**src/qpssp_pkg.sv**
```systemverilog
// ****
// Shared constants for the serial pot port
// ****
package qpssp_pkg;
  localparam int          NUM_POTS         = 4;      // Potentiometers per device
  localparam int          NUM_PRESETS      = 4;      // Preset registers per pot
  localparam int          NUM_TAPS         = 256;    // Taps per pot
  localparam int          DATA_W           = 8;      // Register and byte width
  localparam int          FRAME_BITS       = 24;     // Id, instruction, data bytes
  localparam logic [3:0]  ID_TYPE_CODE     = 4'ha;   // Device type code, value is arbitrary
  localparam logic [7:0]  PRESET_RESET     = 8'h00;  // Preset content after reset
  localparam logic [7:0]  WIPER_RESET      = 8'hff;  // Wiper content before recall, differs from presets
  // Instruction byte layout: op[7:5], zero[4], pot[3:2], preset[1:0]
  localparam int          OP_POS           = 5;
  localparam int          POT_POS          = 2;
  localparam int          IDX_POS          = 0;
  // Id byte layout: type[7:4], zero[3:2], strap address[1:0]
  localparam int          TYPE_POS         = 4;
  localparam int          ADDR_POS         = 0;
  // Operation codes
  localparam logic [2:0]  OP_RD_WIPER      = 3'h0;
  localparam logic [2:0]  OP_WR_WIPER      = 3'h1;
  localparam logic [2:0]  OP_RD_PRESET     = 3'h2;
  localparam logic [2:0]  OP_WR_PRESET     = 3'h3;
  localparam logic [2:0]  OP_RD_STATUS     = 3'h4;
  // Timing
  localparam int          CLK_PERIOD_NS    = 40;
  localparam int          CLK_FREQ_KHZ     = 25000;
  localparam int          NV_WRITE_TIME_MS = 10;     // Longest nonvolatile write
  localparam int          NV_WRITE_CYCLES  = NV_WRITE_TIME_MS * CLK_FREQ_KHZ;
  localparam int          SCK_PERIOD_NS    = 320;    // Serial clock made by the host
  localparam int          SCK_HALF_CYCLES  = SCK_PERIOD_NS / (2 * CLK_PERIOD_NS);
  localparam int          CS_GAP_CYCLES    = 2 * SCK_HALF_CYCLES;
  // Request word: target[16:15] op[14:12] pot[11:10] idx[9:8] data[7:0]
  localparam int          REQ_W            = 17;
  localparam int          BUF_DEPTH        = 2;
endpackage

```
**src/qpssp_if.sv**
```systemverilog
// ****
// Serial link between host and device
// ****
interface qpssp_if;
  logic sck;      // Serial clock from host
  logic cs_n;     // Chip select, active low
  logic si;       // Serial data into device
  logic hold_n;   // Pause request, active low
  logic so;       // Device output data
  logic so_oe;    // Device drives output
  logic so_line;  // Resolved output line level

  // Released line floats high
  assign so_line = so_oe ? so : 1'b1;

  modport dev (input sck, input cs_n, input si, input hold_n, output so, output so_oe);
  modport host (output sck, output cs_n, output si, output hold_n, input so_line);
endinterface

```
**src/qpssp_dev.sv**
```systemverilog
// Overview of operation
// - Output bits change on serial clock fall
// - Input sampled on serial clock rise
// - Host sends everything over serial input
// - Deselected means output released
// - Standby when deselected, unless write pending
// - Select low makes device active
// - Ignore bus until select falls
// - Hold pauses, keeps partial sequence
// - Host lowers hold only while clock low
// - Host raises hold only while clock low
// - Unused hold stays high
// - Straps give low two address bits
// - Respond only on address match
// - At most four devices, distinct straps
// - Reset recalls first preset into wiper
// - Four pots, wiper plus four presets
// - Wiper selects one of 256 taps
// - Wiper fully decoded to one tap
// - Id byte carries checked type code
// - Presets committed at select rise; pending flag
module qpssp_dev #(
  parameter int NV_CYCLES = qpssp_pkg::NV_WRITE_CYCLES
) (
  input  wire logic                 clk,
  input  wire logic                 resetn,
  qpssp_if.dev                      bus,
  input  wire logic [1:0]           address_strap_pins,
  output logic      [4*256-1:0]     tap_enable,
  output logic                      standby,
  output logic                      write_pending_flag
);
  localparam int NP = qpssp_pkg::NUM_POTS;
  localparam int NR = qpssp_pkg::NUM_PRESETS;
  localparam int NT = qpssp_pkg::NUM_TAPS;
  localparam int DW = qpssp_pkg::DATA_W;
  localparam int NW = $clog2(NV_CYCLES + 1);

  typedef enum logic [2:0] {
    DS_WAIT  = 3'h0,
    DS_ID    = 3'h1,
    DS_INSTR = 3'h2,
    DS_DATA  = 3'h3,
    DS_DONE  = 3'h4
  } qpssp_dstate_e;

  // ****
  // Input synchronisers and edge detection
  // ****
  // Bits: 0 sck, 1 cs_n, 2 si, 3 hold_n, 5:4 straps
  logic [5:0]    meta_reg;    // First stage
  logic [5:0]    sync_reg;    // Second stage
  logic [1:0]    prev_reg;    // Last sck and cs_n
  logic          sck_rise;
  logic          sck_fall;
  logic          cs_fall;
  logic          cs_rise;
  logic          desel;
  logic          paused;
  logic          rise_ok;
  logic          fall_ok;

  // Select syncs reset low so a select held at reset is no fall
  always_ff @(posedge clk or negedge resetn) begin
    if (!resetn) begin
      meta_reg <= 6'h08;
      sync_reg <= 6'h08;
      prev_reg <= 2'h0;
    end else begin
      meta_reg <= {address_strap_pins, bus.hold_n, bus.si, bus.cs_n, bus.sck};
      sync_reg <= meta_reg;
      prev_reg <= sync_reg[1:0];
    end
  end

  assign sck_rise = sync_reg[0] & ~prev_reg[0];
  assign sck_fall = ~sync_reg[0] & prev_reg[0];
  assign cs_fall  = ~sync_reg[1] & prev_reg[1];
  assign cs_rise  = sync_reg[1] & ~prev_reg[1];
  assign desel    = sync_reg[1];
  assign paused   = ~sync_reg[3];
  assign rise_ok  = sck_rise & ~paused & ~desel;
  assign fall_ok  = sck_fall & ~paused & ~desel;

  // ****
  // Serial receive sequencer
  // ****
  qpssp_dstate_e state_reg;    // Frame position
  logic [2:0]    bit_reg;      // Bit within byte
  logic [DW-1:0] shift_reg;    // Bits received so far
  logic [DW-1:0] instr_reg;    // Instruction byte
  logic [DW-1:0] rx_byte;      // Byte completed this rise
  logic          byte_done;
  logic          id_match;
  logic [2:0]    rx_op;
  logic [2:0]    op;
  logic [1:0]    pot;
  logic [1:0]    idx;
  logic          data_done;

  assign rx_byte   = {shift_reg[DW-2:0], sync_reg[2]};
  assign byte_done = rise_ok & (bit_reg == 3'h7);
  assign id_match  = (rx_byte[7:4] == qpssp_pkg::ID_TYPE_CODE) &
                     (rx_byte[1:0] == sync_reg[5:4]);
  assign rx_op     = rx_byte[qpssp_pkg::OP_POS +: 3];
  assign op        = instr_reg[qpssp_pkg::OP_POS +: 3];
  assign pot       = instr_reg[qpssp_pkg::POT_POS +: 2];
  assign idx       = instr_reg[qpssp_pkg::IDX_POS +: 2];
  assign data_done = byte_done & (state_reg == DS_DATA);

  // Frame state; only a select fall leaves waiting
  always_ff @(posedge clk or negedge resetn) begin
    if (!resetn) begin
      state_reg <= DS_WAIT;
    end else if (desel) begin
      state_reg <= DS_WAIT;
    end else if (cs_fall) begin
      state_reg <= DS_ID;
    end else if (byte_done) begin
      case (state_reg)
        DS_ID:    state_reg <= id_match ? DS_INSTR : DS_DONE;
        DS_INSTR: state_reg <= DS_DATA;
        DS_DATA:  state_reg <= DS_DONE;
        default:  state_reg <= state_reg;  // Waiting or finished: bits ignored
      endcase
    end
  end

  // Bit shifting; paused edges leave counters untouched
  always_ff @(posedge clk or negedge resetn) begin
    if (!resetn) begin
      bit_reg   <= '0;
      shift_reg <= '0;
      instr_reg <= '0;
    end else if (desel | cs_fall) begin
      bit_reg <= '0;
    end else if (rise_ok && state_reg != DS_WAIT && state_reg != DS_DONE) begin
      bit_reg   <= bit_reg + 3'h1;
      shift_reg <= rx_byte;
      if (state_reg == DS_INSTR && bit_reg == 3'h7) begin
        instr_reg <= rx_byte;
      end
    end
  end

  // ****
  // Pot registers
  // ****
  logic [DW-1:0] wiper_position_reg [NP];        // Volatile wiper per pot
  logic [DW-1:0] wiper_preset_regs  [NP][NR];    // Nonvolatile presets per pot
  logic          recall_reg;                     // Recall still to do
  logic          commit_armed_reg;               // Complete preset write held
  logic [DW-1:0] commit_data_reg;
  logic [1:0]    commit_pot_reg;
  logic [1:0]    commit_idx_reg;
  logic [NW-1:0] nv_cnt_reg;                     // Nonvolatile write time left
  logic [DW-1:0] rd_value;                       // Value for a read

  // Read data select by instruction just received
  always_comb begin
    rd_value = '0;
    case (rx_op)
      qpssp_pkg::OP_RD_WIPER:  rd_value = wiper_position_reg[rx_byte[3:2]];
      qpssp_pkg::OP_RD_PRESET: rd_value = wiper_preset_regs[rx_byte[3:2]][rx_byte[1:0]];
      qpssp_pkg::OP_RD_STATUS: rd_value = {7'h00, write_pending_flag};
      default:                 rd_value = '0;
    endcase
  end

  // Wiper: recalled once after reset, then written serially
  always_ff @(posedge clk or negedge resetn) begin
    if (!resetn) begin
      recall_reg <= 1'b1;
      for (int p = 0; p < NP; p++) begin
        wiper_position_reg[p] <= qpssp_pkg::WIPER_RESET;
      end
    end else if (recall_reg) begin
      recall_reg <= 1'b0;
      for (int p = 0; p < NP; p++) begin
        wiper_position_reg[p] <= wiper_preset_regs[p][0];
      end
    end else if (data_done && op == qpssp_pkg::OP_WR_WIPER) begin
      wiper_position_reg[pot] <= rx_byte;
    end
  end

  // Hold a complete preset write until select rises
  always_ff @(posedge clk or negedge resetn) begin
    if (!resetn) begin
      commit_armed_reg <= 1'b0;
      commit_data_reg  <= '0;
      commit_pot_reg   <= '0;
      commit_idx_reg   <= '0;
    end else if (cs_rise | cs_fall) begin
      commit_armed_reg <= 1'b0;
    end else if (data_done && op == qpssp_pkg::OP_WR_PRESET && !write_pending_flag) begin
      commit_armed_reg <= 1'b1;
      commit_data_reg  <= rx_byte;
      commit_pot_reg   <= pot;
      commit_idx_reg   <= idx;
    end
  end

  // Preset store and pending timer; a new write wins over expiry
  always_ff @(posedge clk or negedge resetn) begin
    if (!resetn) begin
      write_pending_flag <= 1'b0;
      nv_cnt_reg         <= '0;
      for (int p = 0; p < NP; p++) begin
        for (int r = 0; r < NR; r++) begin
          wiper_preset_regs[p][r] <= qpssp_pkg::PRESET_RESET;
        end
      end
    end else if (cs_rise && commit_armed_reg) begin
      wiper_preset_regs[commit_pot_reg][commit_idx_reg] <= commit_data_reg;
      write_pending_flag <= 1'b1;
      nv_cnt_reg         <= NW'(NV_CYCLES);
    end else if (write_pending_flag) begin
      nv_cnt_reg <= nv_cnt_reg - NW'(1);
      if (nv_cnt_reg == NW'(1)) begin
        write_pending_flag <= 1'b0;
      end
    end
  end

  // ****
  // Serial output and status outputs
  // ****
  logic [DW-1:0] out_shift_reg;  // Read data left to send
  logic          so_reg;
  logic          so_oe_reg;

  assign bus.so    = so_reg;
  assign bus.so_oe = so_oe_reg;

  // Drive read bits on falls; release when deselected
  always_ff @(posedge clk or negedge resetn) begin
    if (!resetn) begin
      out_shift_reg <= '0;
      so_reg        <= 1'b0;
      so_oe_reg     <= 1'b0;
    end else if (desel) begin
      so_reg    <= 1'b0;
      so_oe_reg <= 1'b0;
    end else if (byte_done && state_reg == DS_INSTR) begin
      out_shift_reg <= rd_value;
    end else if (fall_ok && state_reg == DS_DATA && op != qpssp_pkg::OP_WR_WIPER &&
                 op != qpssp_pkg::OP_WR_PRESET) begin
      so_reg        <= out_shift_reg[DW-1];
      out_shift_reg <= {out_shift_reg[DW-2:0], 1'b0};
      so_oe_reg     <= 1'b1;
    end
  end

  // One-hot tap switch per pot
  always_ff @(posedge clk or negedge resetn) begin
    if (!resetn) begin
      tap_enable <= '0;
    end else begin
      for (int p = 0; p < NP; p++) begin
        tap_enable[p*NT +: NT] <= NT'(1) << wiper_position_reg[p];
      end
    end
  end

  // Standby only when deselected and no write under way
  always_ff @(posedge clk or negedge resetn) begin
    if (!resetn) begin
      standby <= 1'b0;
    end else begin
      standby <= desel & ~write_pending_flag;
    end
  end
endmodule

```
**src/flat_wrapper.sv**
```systemverilog
// flat-port wrapper written by rule: the top's interface ports become plain ports
module qpssp_dev_flat 
#(
  parameter int NV_CYCLES = qpssp_pkg::NV_WRITE_CYCLES
)
  (clk, resetn, address_strap_pins, tap_enable, standby, write_pending_flag, bus_sck, bus_cs_n, bus_si, bus_hold_n, bus_so, bus_so_oe);
  qpssp_if bus_i ();
  input  wire logic clk;
  input  wire logic resetn;
  input  wire logic [1:0] address_strap_pins;
  output logic      [4*256-1:0] tap_enable;
  output logic standby;
  output logic write_pending_flag;
  input wire logic [$bits(bus_i.sck)-1:0] bus_sck;
  input wire logic [$bits(bus_i.cs_n)-1:0] bus_cs_n;
  input wire logic [$bits(bus_i.si)-1:0] bus_si;
  input wire logic [$bits(bus_i.hold_n)-1:0] bus_hold_n;
  output wire logic [$bits(bus_i.so)-1:0] bus_so;
  output wire logic [$bits(bus_i.so_oe)-1:0] bus_so_oe;
  assign bus_i.sck = bus_sck;
  assign bus_i.cs_n = bus_cs_n;
  assign bus_i.si = bus_si;
  assign bus_i.hold_n = bus_hold_n;
  assign bus_so = bus_i.so;
  assign bus_so_oe = bus_i.so_oe;
  qpssp_dev #(.NV_CYCLES(NV_CYCLES)) u_core (.clk(clk), .resetn(resetn), .bus(bus_i), .address_strap_pins(address_strap_pins), .tap_enable(tap_enable), .standby(standby), .write_pending_flag(write_pending_flag));
endmodule
```
**config.mk**
```make
export PLATFORM = sky130hd
export DESIGN_NAME = qpssp_dev_flat
export DESIGN_NICKNAME = d
export VERILOG_FILES = /design/src/qpssp_pkg.sv /design/src/qpssp_if.sv /design/src/qpssp_dev.sv /design/src/flat_wrapper.sv
export SDC_FILE = /design/constraint.sdc
export NUM_CORES = 2
export LEC_CHECK = 0
export BUFFER_PORTS_ARGS = -buffer_cell sky130_fd_sc_hd__buf_2
export CAP_MARGIN = 10
export CELL_PAD_IN_SITES_DETAIL_PLACEMENT = 0
export CELL_PAD_IN_SITES_GLOBAL_PLACEMENT = 1
export CORE_AREA = 3 3 406 408
export CTS_CLUSTER_DIAMETER = 50
export CTS_CLUSTER_SIZE = 16
export DETAILED_ROUTE_END_ITERATION = 6
export DIE_AREA = 0 0 409 411
export GPL_TIMING_DRIVEN = 0
export PLACE_DENSITY = 0.49
export SETUP_SLACK_MARGIN = 0.3
export SLEW_MARGIN = 20
export SYNTH_ARGS = -nofsm -noshare
export SYNTH_HDL_FRONTEND = slang
export SYNTH_SLANG_ARGS = --single-unit
```
**constraint.sdc**
```tcl
create_clock -name clk -period 2.74 [get_ports clk]
set_input_delay 0.548 -clock clk [delete_from_list [all_inputs] [get_ports clk]]
set_output_delay 0.548 -clock clk [all_outputs]
set_load 0.01 [all_outputs]
```
======== After elaboration in Yosys (flattened, before gate mapping) ========
Cells that the tools add are included.
storage, ports and cells
  input port bits ......................... 8
  output and inout bits ................... 1028
  logic and storage cells ................. 167
  flip-flop bits (word level) ............. 1263
operators by class
  bitwise gates (word level) .............. 26
  eq/ne operators ......................... 15
  order comparisons ....................... 8
  shift-type cells ........................ 4
  reduce and logical (&&, ||, !) cells .... 31
  $add $sub $neg .......................... 2
  muxes and demuxes ....................... 42
operators by type and width
  cell                   count
  $shl 1x8->256 const A  4
  $mux 32                5
  $bwmux 128             1
  $bmux 32 s2            1
  $demux 32 s2           1
  $mux 8                 8
  $mux 18                2
  $bmux 8 s2             2
  $bwmux 32              1
  $demux 8 s2            2
  $pmux 8 s3             1
  $eq 18x1->1 const B    1
  $mux 3                 6
  $sub 18x1->18 const B  1
  $ge 3x3->1 const B     5
  $not 2->3              5
  $logic_and 1x1->1      14
  $and 1x1->1            12
  $eq 3x2->1 const B     4
  $reduce_bool 2->1      6
  $mux 1                 11
  $reduce_and 2->1       5
  $lt 3x1->1 const B     3
  $pmux 3 s3             1
  other kinds (16)       26

======== Logic depth before layout (Yosys ltp) ========
  depth in word-level cells ............... 10
  mapped depth ............................ 8
  depth with buffers taken out ............ 7

======== Least setup slack after synthesis ========
Ideal clock, no wire load.
  path type ............................... register -> register
  start point ............................. register u_core.sync_reg[1]
  end point ............................... register u_core.commit_data_reg[0]
  path buffers ............................ 1
  required time ........................... 2.615 ns
  arrival time ............................ 1.987 ns
  period minus slack after synthesis ...... 2.112 ns
  setup slack ............................. 0.628 ns
  stages on the path, launching flop included .. 6
  library setup time ...................... 0.125 ns
  cells stage by stage .................... dfrtp_1 and4bb_2 nand4_4 nor4b_2 buf_2 mux2_2
between the ends
  longest elaborated chain between the ends .. 7
  elaborated cells on any way between the ends .. 11
  classes of those cells .................. bitwise: 8; reduce/logical: 3
RTL lines
  item                                 RTL line          text
  start: declaration                   qpssp_dev.sv:52   logic [5:0] sync_reg;
  start signal: assignment             qpssp_dev.sv:71   sync_reg <= meta_reg;
  $not 1->1 (no source line)           -
  $and 1x1->1                          qpssp_dev.sv:82   assign rise_ok = sck_rise & ~paused & ~desel;
  $and 1x1->1                          qpssp_dev.sv:102  assign byte_done = rise_ok & (bit_reg == 3'h7);
  $and 1x1->1                          qpssp_dev.sv:109  assign data_done = byte_done & (state_reg == DS_DATA);
  $logic_and 1x1->1 (2 in series)      qpssp_dev.sv:196  end else if (data_done && op == qpssp_pkg::OP_WR_PRESET && !write_pending_flag) begin
  $reduce_and 2->1 (no source line) *  -
  end signal: assignment               qpssp_dev.sv:198  commit_data_reg <= rx_byte;
  end: declaration                     qpssp_dev.sv:153  logic [DW-1:0] commit_data_reg;
Every way passes the cells marked *; elsewhere a longest branch is shown, timed or not.
A chain may end at the register's enable or synchronous reset.

======== Worst setup path in the final report ========
  start point ............................. register u_core.wiper_position_reg[3] in the netlist's numbering
  end point ............................... register u_core.tap_enable[940]
between the ends
  longest elaborated chain between the ends .. 1
RTL lines
  item                              RTL line          text
  start: declaration                qpssp_dev.sv:149  logic [DW-1:0] wiper_position_reg [NP];
  start signal: indexed assignment  qpssp_dev.sv:175  wiper_position_reg[p] <= qpssp_pkg::WIPER_RESET;
  start signal: indexed assignment  qpssp_dev.sv:180  wiper_position_reg[p] <= wiper_preset_regs[p][0];
  start signal: indexed assignment  qpssp_dev.sv:183  wiper_position_reg[pot] <= rx_byte;
  $shl 1x8->256                     qpssp_dev.sv:261  tap_enable[p*NT +: NT] <= NT'(1) << wiper_position_reg[p];
  end signal: indexed assignment    qpssp_dev.sv:261
  end: declaration                  qpssp_dev.sv:29   output logic [4*256-1:0] tap_enable,
Every way passes these cells.

==> out/results.tsv <==
metric	value	unit
Hold Crit Class	in -> async	
EDFF count, synth	0	
max cap viols	0	
worst setup path endpoint	u_core.tap_enable[940]	
CTS tree	done	
Pre-Repair DR Iteration Count	5	
nets@finish	4503	
worst setup path class	reg -> reg	
Worst setup EP type	flip-flop	
DRT Wirelength	175300	µm
Power, Total	40.82	mW
Yosys top cell area share	0.7272	
die area	168100	µm²
Die Span Y	411	µm
Max IR drop VDD	0.6438	mV
Clock Latency Late Sink	800	ps
final hold slack	253.4	ps
CTS Buf Count	154	
I/O pin total	1036	
Die W	409	µm
Critical Path Source Type	flip-flop	
FF-to-FF Start	u_core.wiper_position_reg[3]	
Synth cell types	57	
max reg flops	1024	
min Tclk post-route	2352	ps
Power Internal	31.14	mW
drt first-iter violations	2135	
Seq pwr share	0.457	
Worst EP arrival	3070	ps
share of layout cells above drive strength 1	0.3561	
synthesized net count	3294	
Max Fclk	425.2	MHz
Filler cells	16330	
pre-CTS setup slack	-331.8	ps
initial antenna violation count	6	
Final ANT Viol Nets	0	
Sw Ratio	0.2372	
CP Launch Point	u_core.wiper_position_reg[3]	
Sum Neg Setup Slack	0	ps
Synth area leaders	dfrtp_1 (73%), nor2_1 (9.3%), mux2_2 (4.1%)	
Final GP Congestion	0.8184	
H-tree Lvls	4	
Max clock buf depth	3	
dpl hpwl	131300	µm
drt via density	4.314	
cell count after synthesis	3279	
internal reg-to-reg setup slack	390	ps
sw power	9.683	mW
final setup fails	0	
Seq cells post-synth	1262	
Pleak	29.19	nW
RR Endpoint	u_core.tap_enable[940]	
number of core rows	148	
Synth Flop Type	dfrtp_1	
RSZ-0062 raised after global routing	yes	
worst reg2reg path depth	5	
Synth Warn #	0	
synthesized area	42220	µm²
total grt overflow	0	
Global Route Usage Sum	0.2043	
Port Buf Inserts	1035	
vias in the first global route	29630	
Fin. Hold Viols	0	
FFs w/ async S/R, synth	1.000	
CP Max Fanout	10	
Syn Area/Cell	12.88	µm²
post-synthesis sequential area ratio	0.7490	
DR DRC count	0	
clock network fraction of total power	0.530	
synthesis-to-finish area growth	33.48	%
Comb pwr share	0.013	
fin. max-slew vios	0	
wire per inst	25.79	µm
status	complete, no violations	
Slew @ Worst Pin	999.2	ps
clock slew at reported path FFs	60	ps
first-pass GRT wire length	243400	µm
via count	29310	
period utilization	0.8584	
core area	162000	µm²
CTS Root Buffer Type	clkbuf_16	
area leader, netlist	dfrtp_1	
Clock Sinks	1262	
clock skew	45.14	ps
Final WS setup	387.9	ps
Power Density	724.3	nW/µm²
Max-slew headroom	0.3339	
largest net degree at the start of global routing	132	
Starting Density	0.2606	
CP required	3450	ps
[kinds of logic (layout without fill, tap and decap cells)]
group                      Yosys count  after routing  synth area share
and+or+nand+nor                   1455           1455            0.1419
DFF                               1262           1262            0.7490
muxes                              255            255           0.07216
buffers and inverters              193           1533           0.01772
AOI/OAI and AO/OA                   91             91           0.01393
xor gates and xnor gates            15             15          0.003112
adders and majority gates            7              7          0.002074
other                                1              2        0.00008881
[cell type report]
type                            instances  area, µm²  area share
Antenna cell                            1      2.502  0.00004440
Sequential cell                      1262      31630      0.5612
Tap cell                             2175       2721     0.04829
Buffer                                172      723.2     0.01283
Clock inverter                        115       1445     0.02564
Inverter                               11      41.29   0.0007326
Timing Repair Buffer                 1063       5746      0.1019
Multi-Input combinational cell       1824      10010      0.1777
Clock buffer                          172       4041     0.07171
[power by group through the flow]
stage	Combinational [mW]	Clock (mW)	Sequential, mW
after detailed placement	0.543	0	19.0
after floorplan	0.0582	0	19.0
after global routing	0.624	23.0	18.7
final	0.534	21.6	18.7
after CTS	0.555	22.2	18.7
after global placement	0.491	0	19.0
[through the flow]
stage,utilization,instances,area [µm²]
floorplan,-,3279,42220
global placement,0.3094,6489,50120
detailed placement,0.3112,6499,50430
CTS,0.3469,6791,56210
global route,0.3478,6795,56360
finish,0.3478,6795,56360
[worst min path at each step]
stage | endpoint | slack (ps)
2_1_floorplan | u_core.bit_reg[0] | 250
3_3_place_gp | u_core.sync_reg[0] | 340
3_5_place_dp | u_core.sync_reg[1] | 340
4_1_cts | u_core.tap_enable[839] | 160
5_1_grt | u_core.tap_enable[965] | 230
6_report | u_core.tap_enable[382] | 250
[synthesized netlist by cell type (all sizes together) (24+ instances only)]
cell type  instances
dfrtp           1227
nor2            1050
nand2            202
clkbuf           165
mux2             155
mux2i             76
nand3             50
nor2b             39
o21ai             39
dfstp             35
nor3              35
mux4              24
[placed cells by master, fill, tap and decap left out, types with 9 or more instances in the layout]
master and n:
xnor2_1 12, dfrtp_1 1226, nand2_1 200, nand2b_1 17, o21ai_1 14, nor2_4 9
clkinvlp_4 17, dfstp_2 35, mux2i_1 76, mux4_2 24, inv_1 11, clkinv_4 16
mux2_2 155, inv_6 26, nand3_1 44, clkbuf_16 156, inv_8 9, o21ai_0 25
clkbuf_1 130, nor2_1 1036, and2_1 10, clkbuf_8 12, clkinv_8 10, nor3_1 31
nor2b_1 35, clkbuf_2 30, clkinv_2 15, buf_16 10, bufinv_16 14, buf_2 1042
[per-layer routing]
metal | global-route usage | wire length, µm | vias up
met2 | 0.3573 | 90710 | 830
li1 | - | - | 12940
met3 | 0.03706 | 7852 | 253
met1 | 0.2529 | 70810 | 15290
met4 | 0.07061 | 5895 | 0
met5 | 0 | 0 | -
[what timing repair did]
action                     in CTS  in global routing
setup endpoints to repair     386                417
hold buffers                    7                  0
cloned                          0                  2
hold endpoints to repair       47                  0
resized for setup              56                 38
pin swaps                       6                  3
setup buffers                   7                  2
[critical path, stage by stage, from the launching register on]
cell and delay (ps):
dfstp_2 610, clkbuf_2 290, nor2b_1 390, nand2_1 350, clkbuf_1 430, nor2_1 200
No activity file was read; power rests on OpenSTA's default activity.
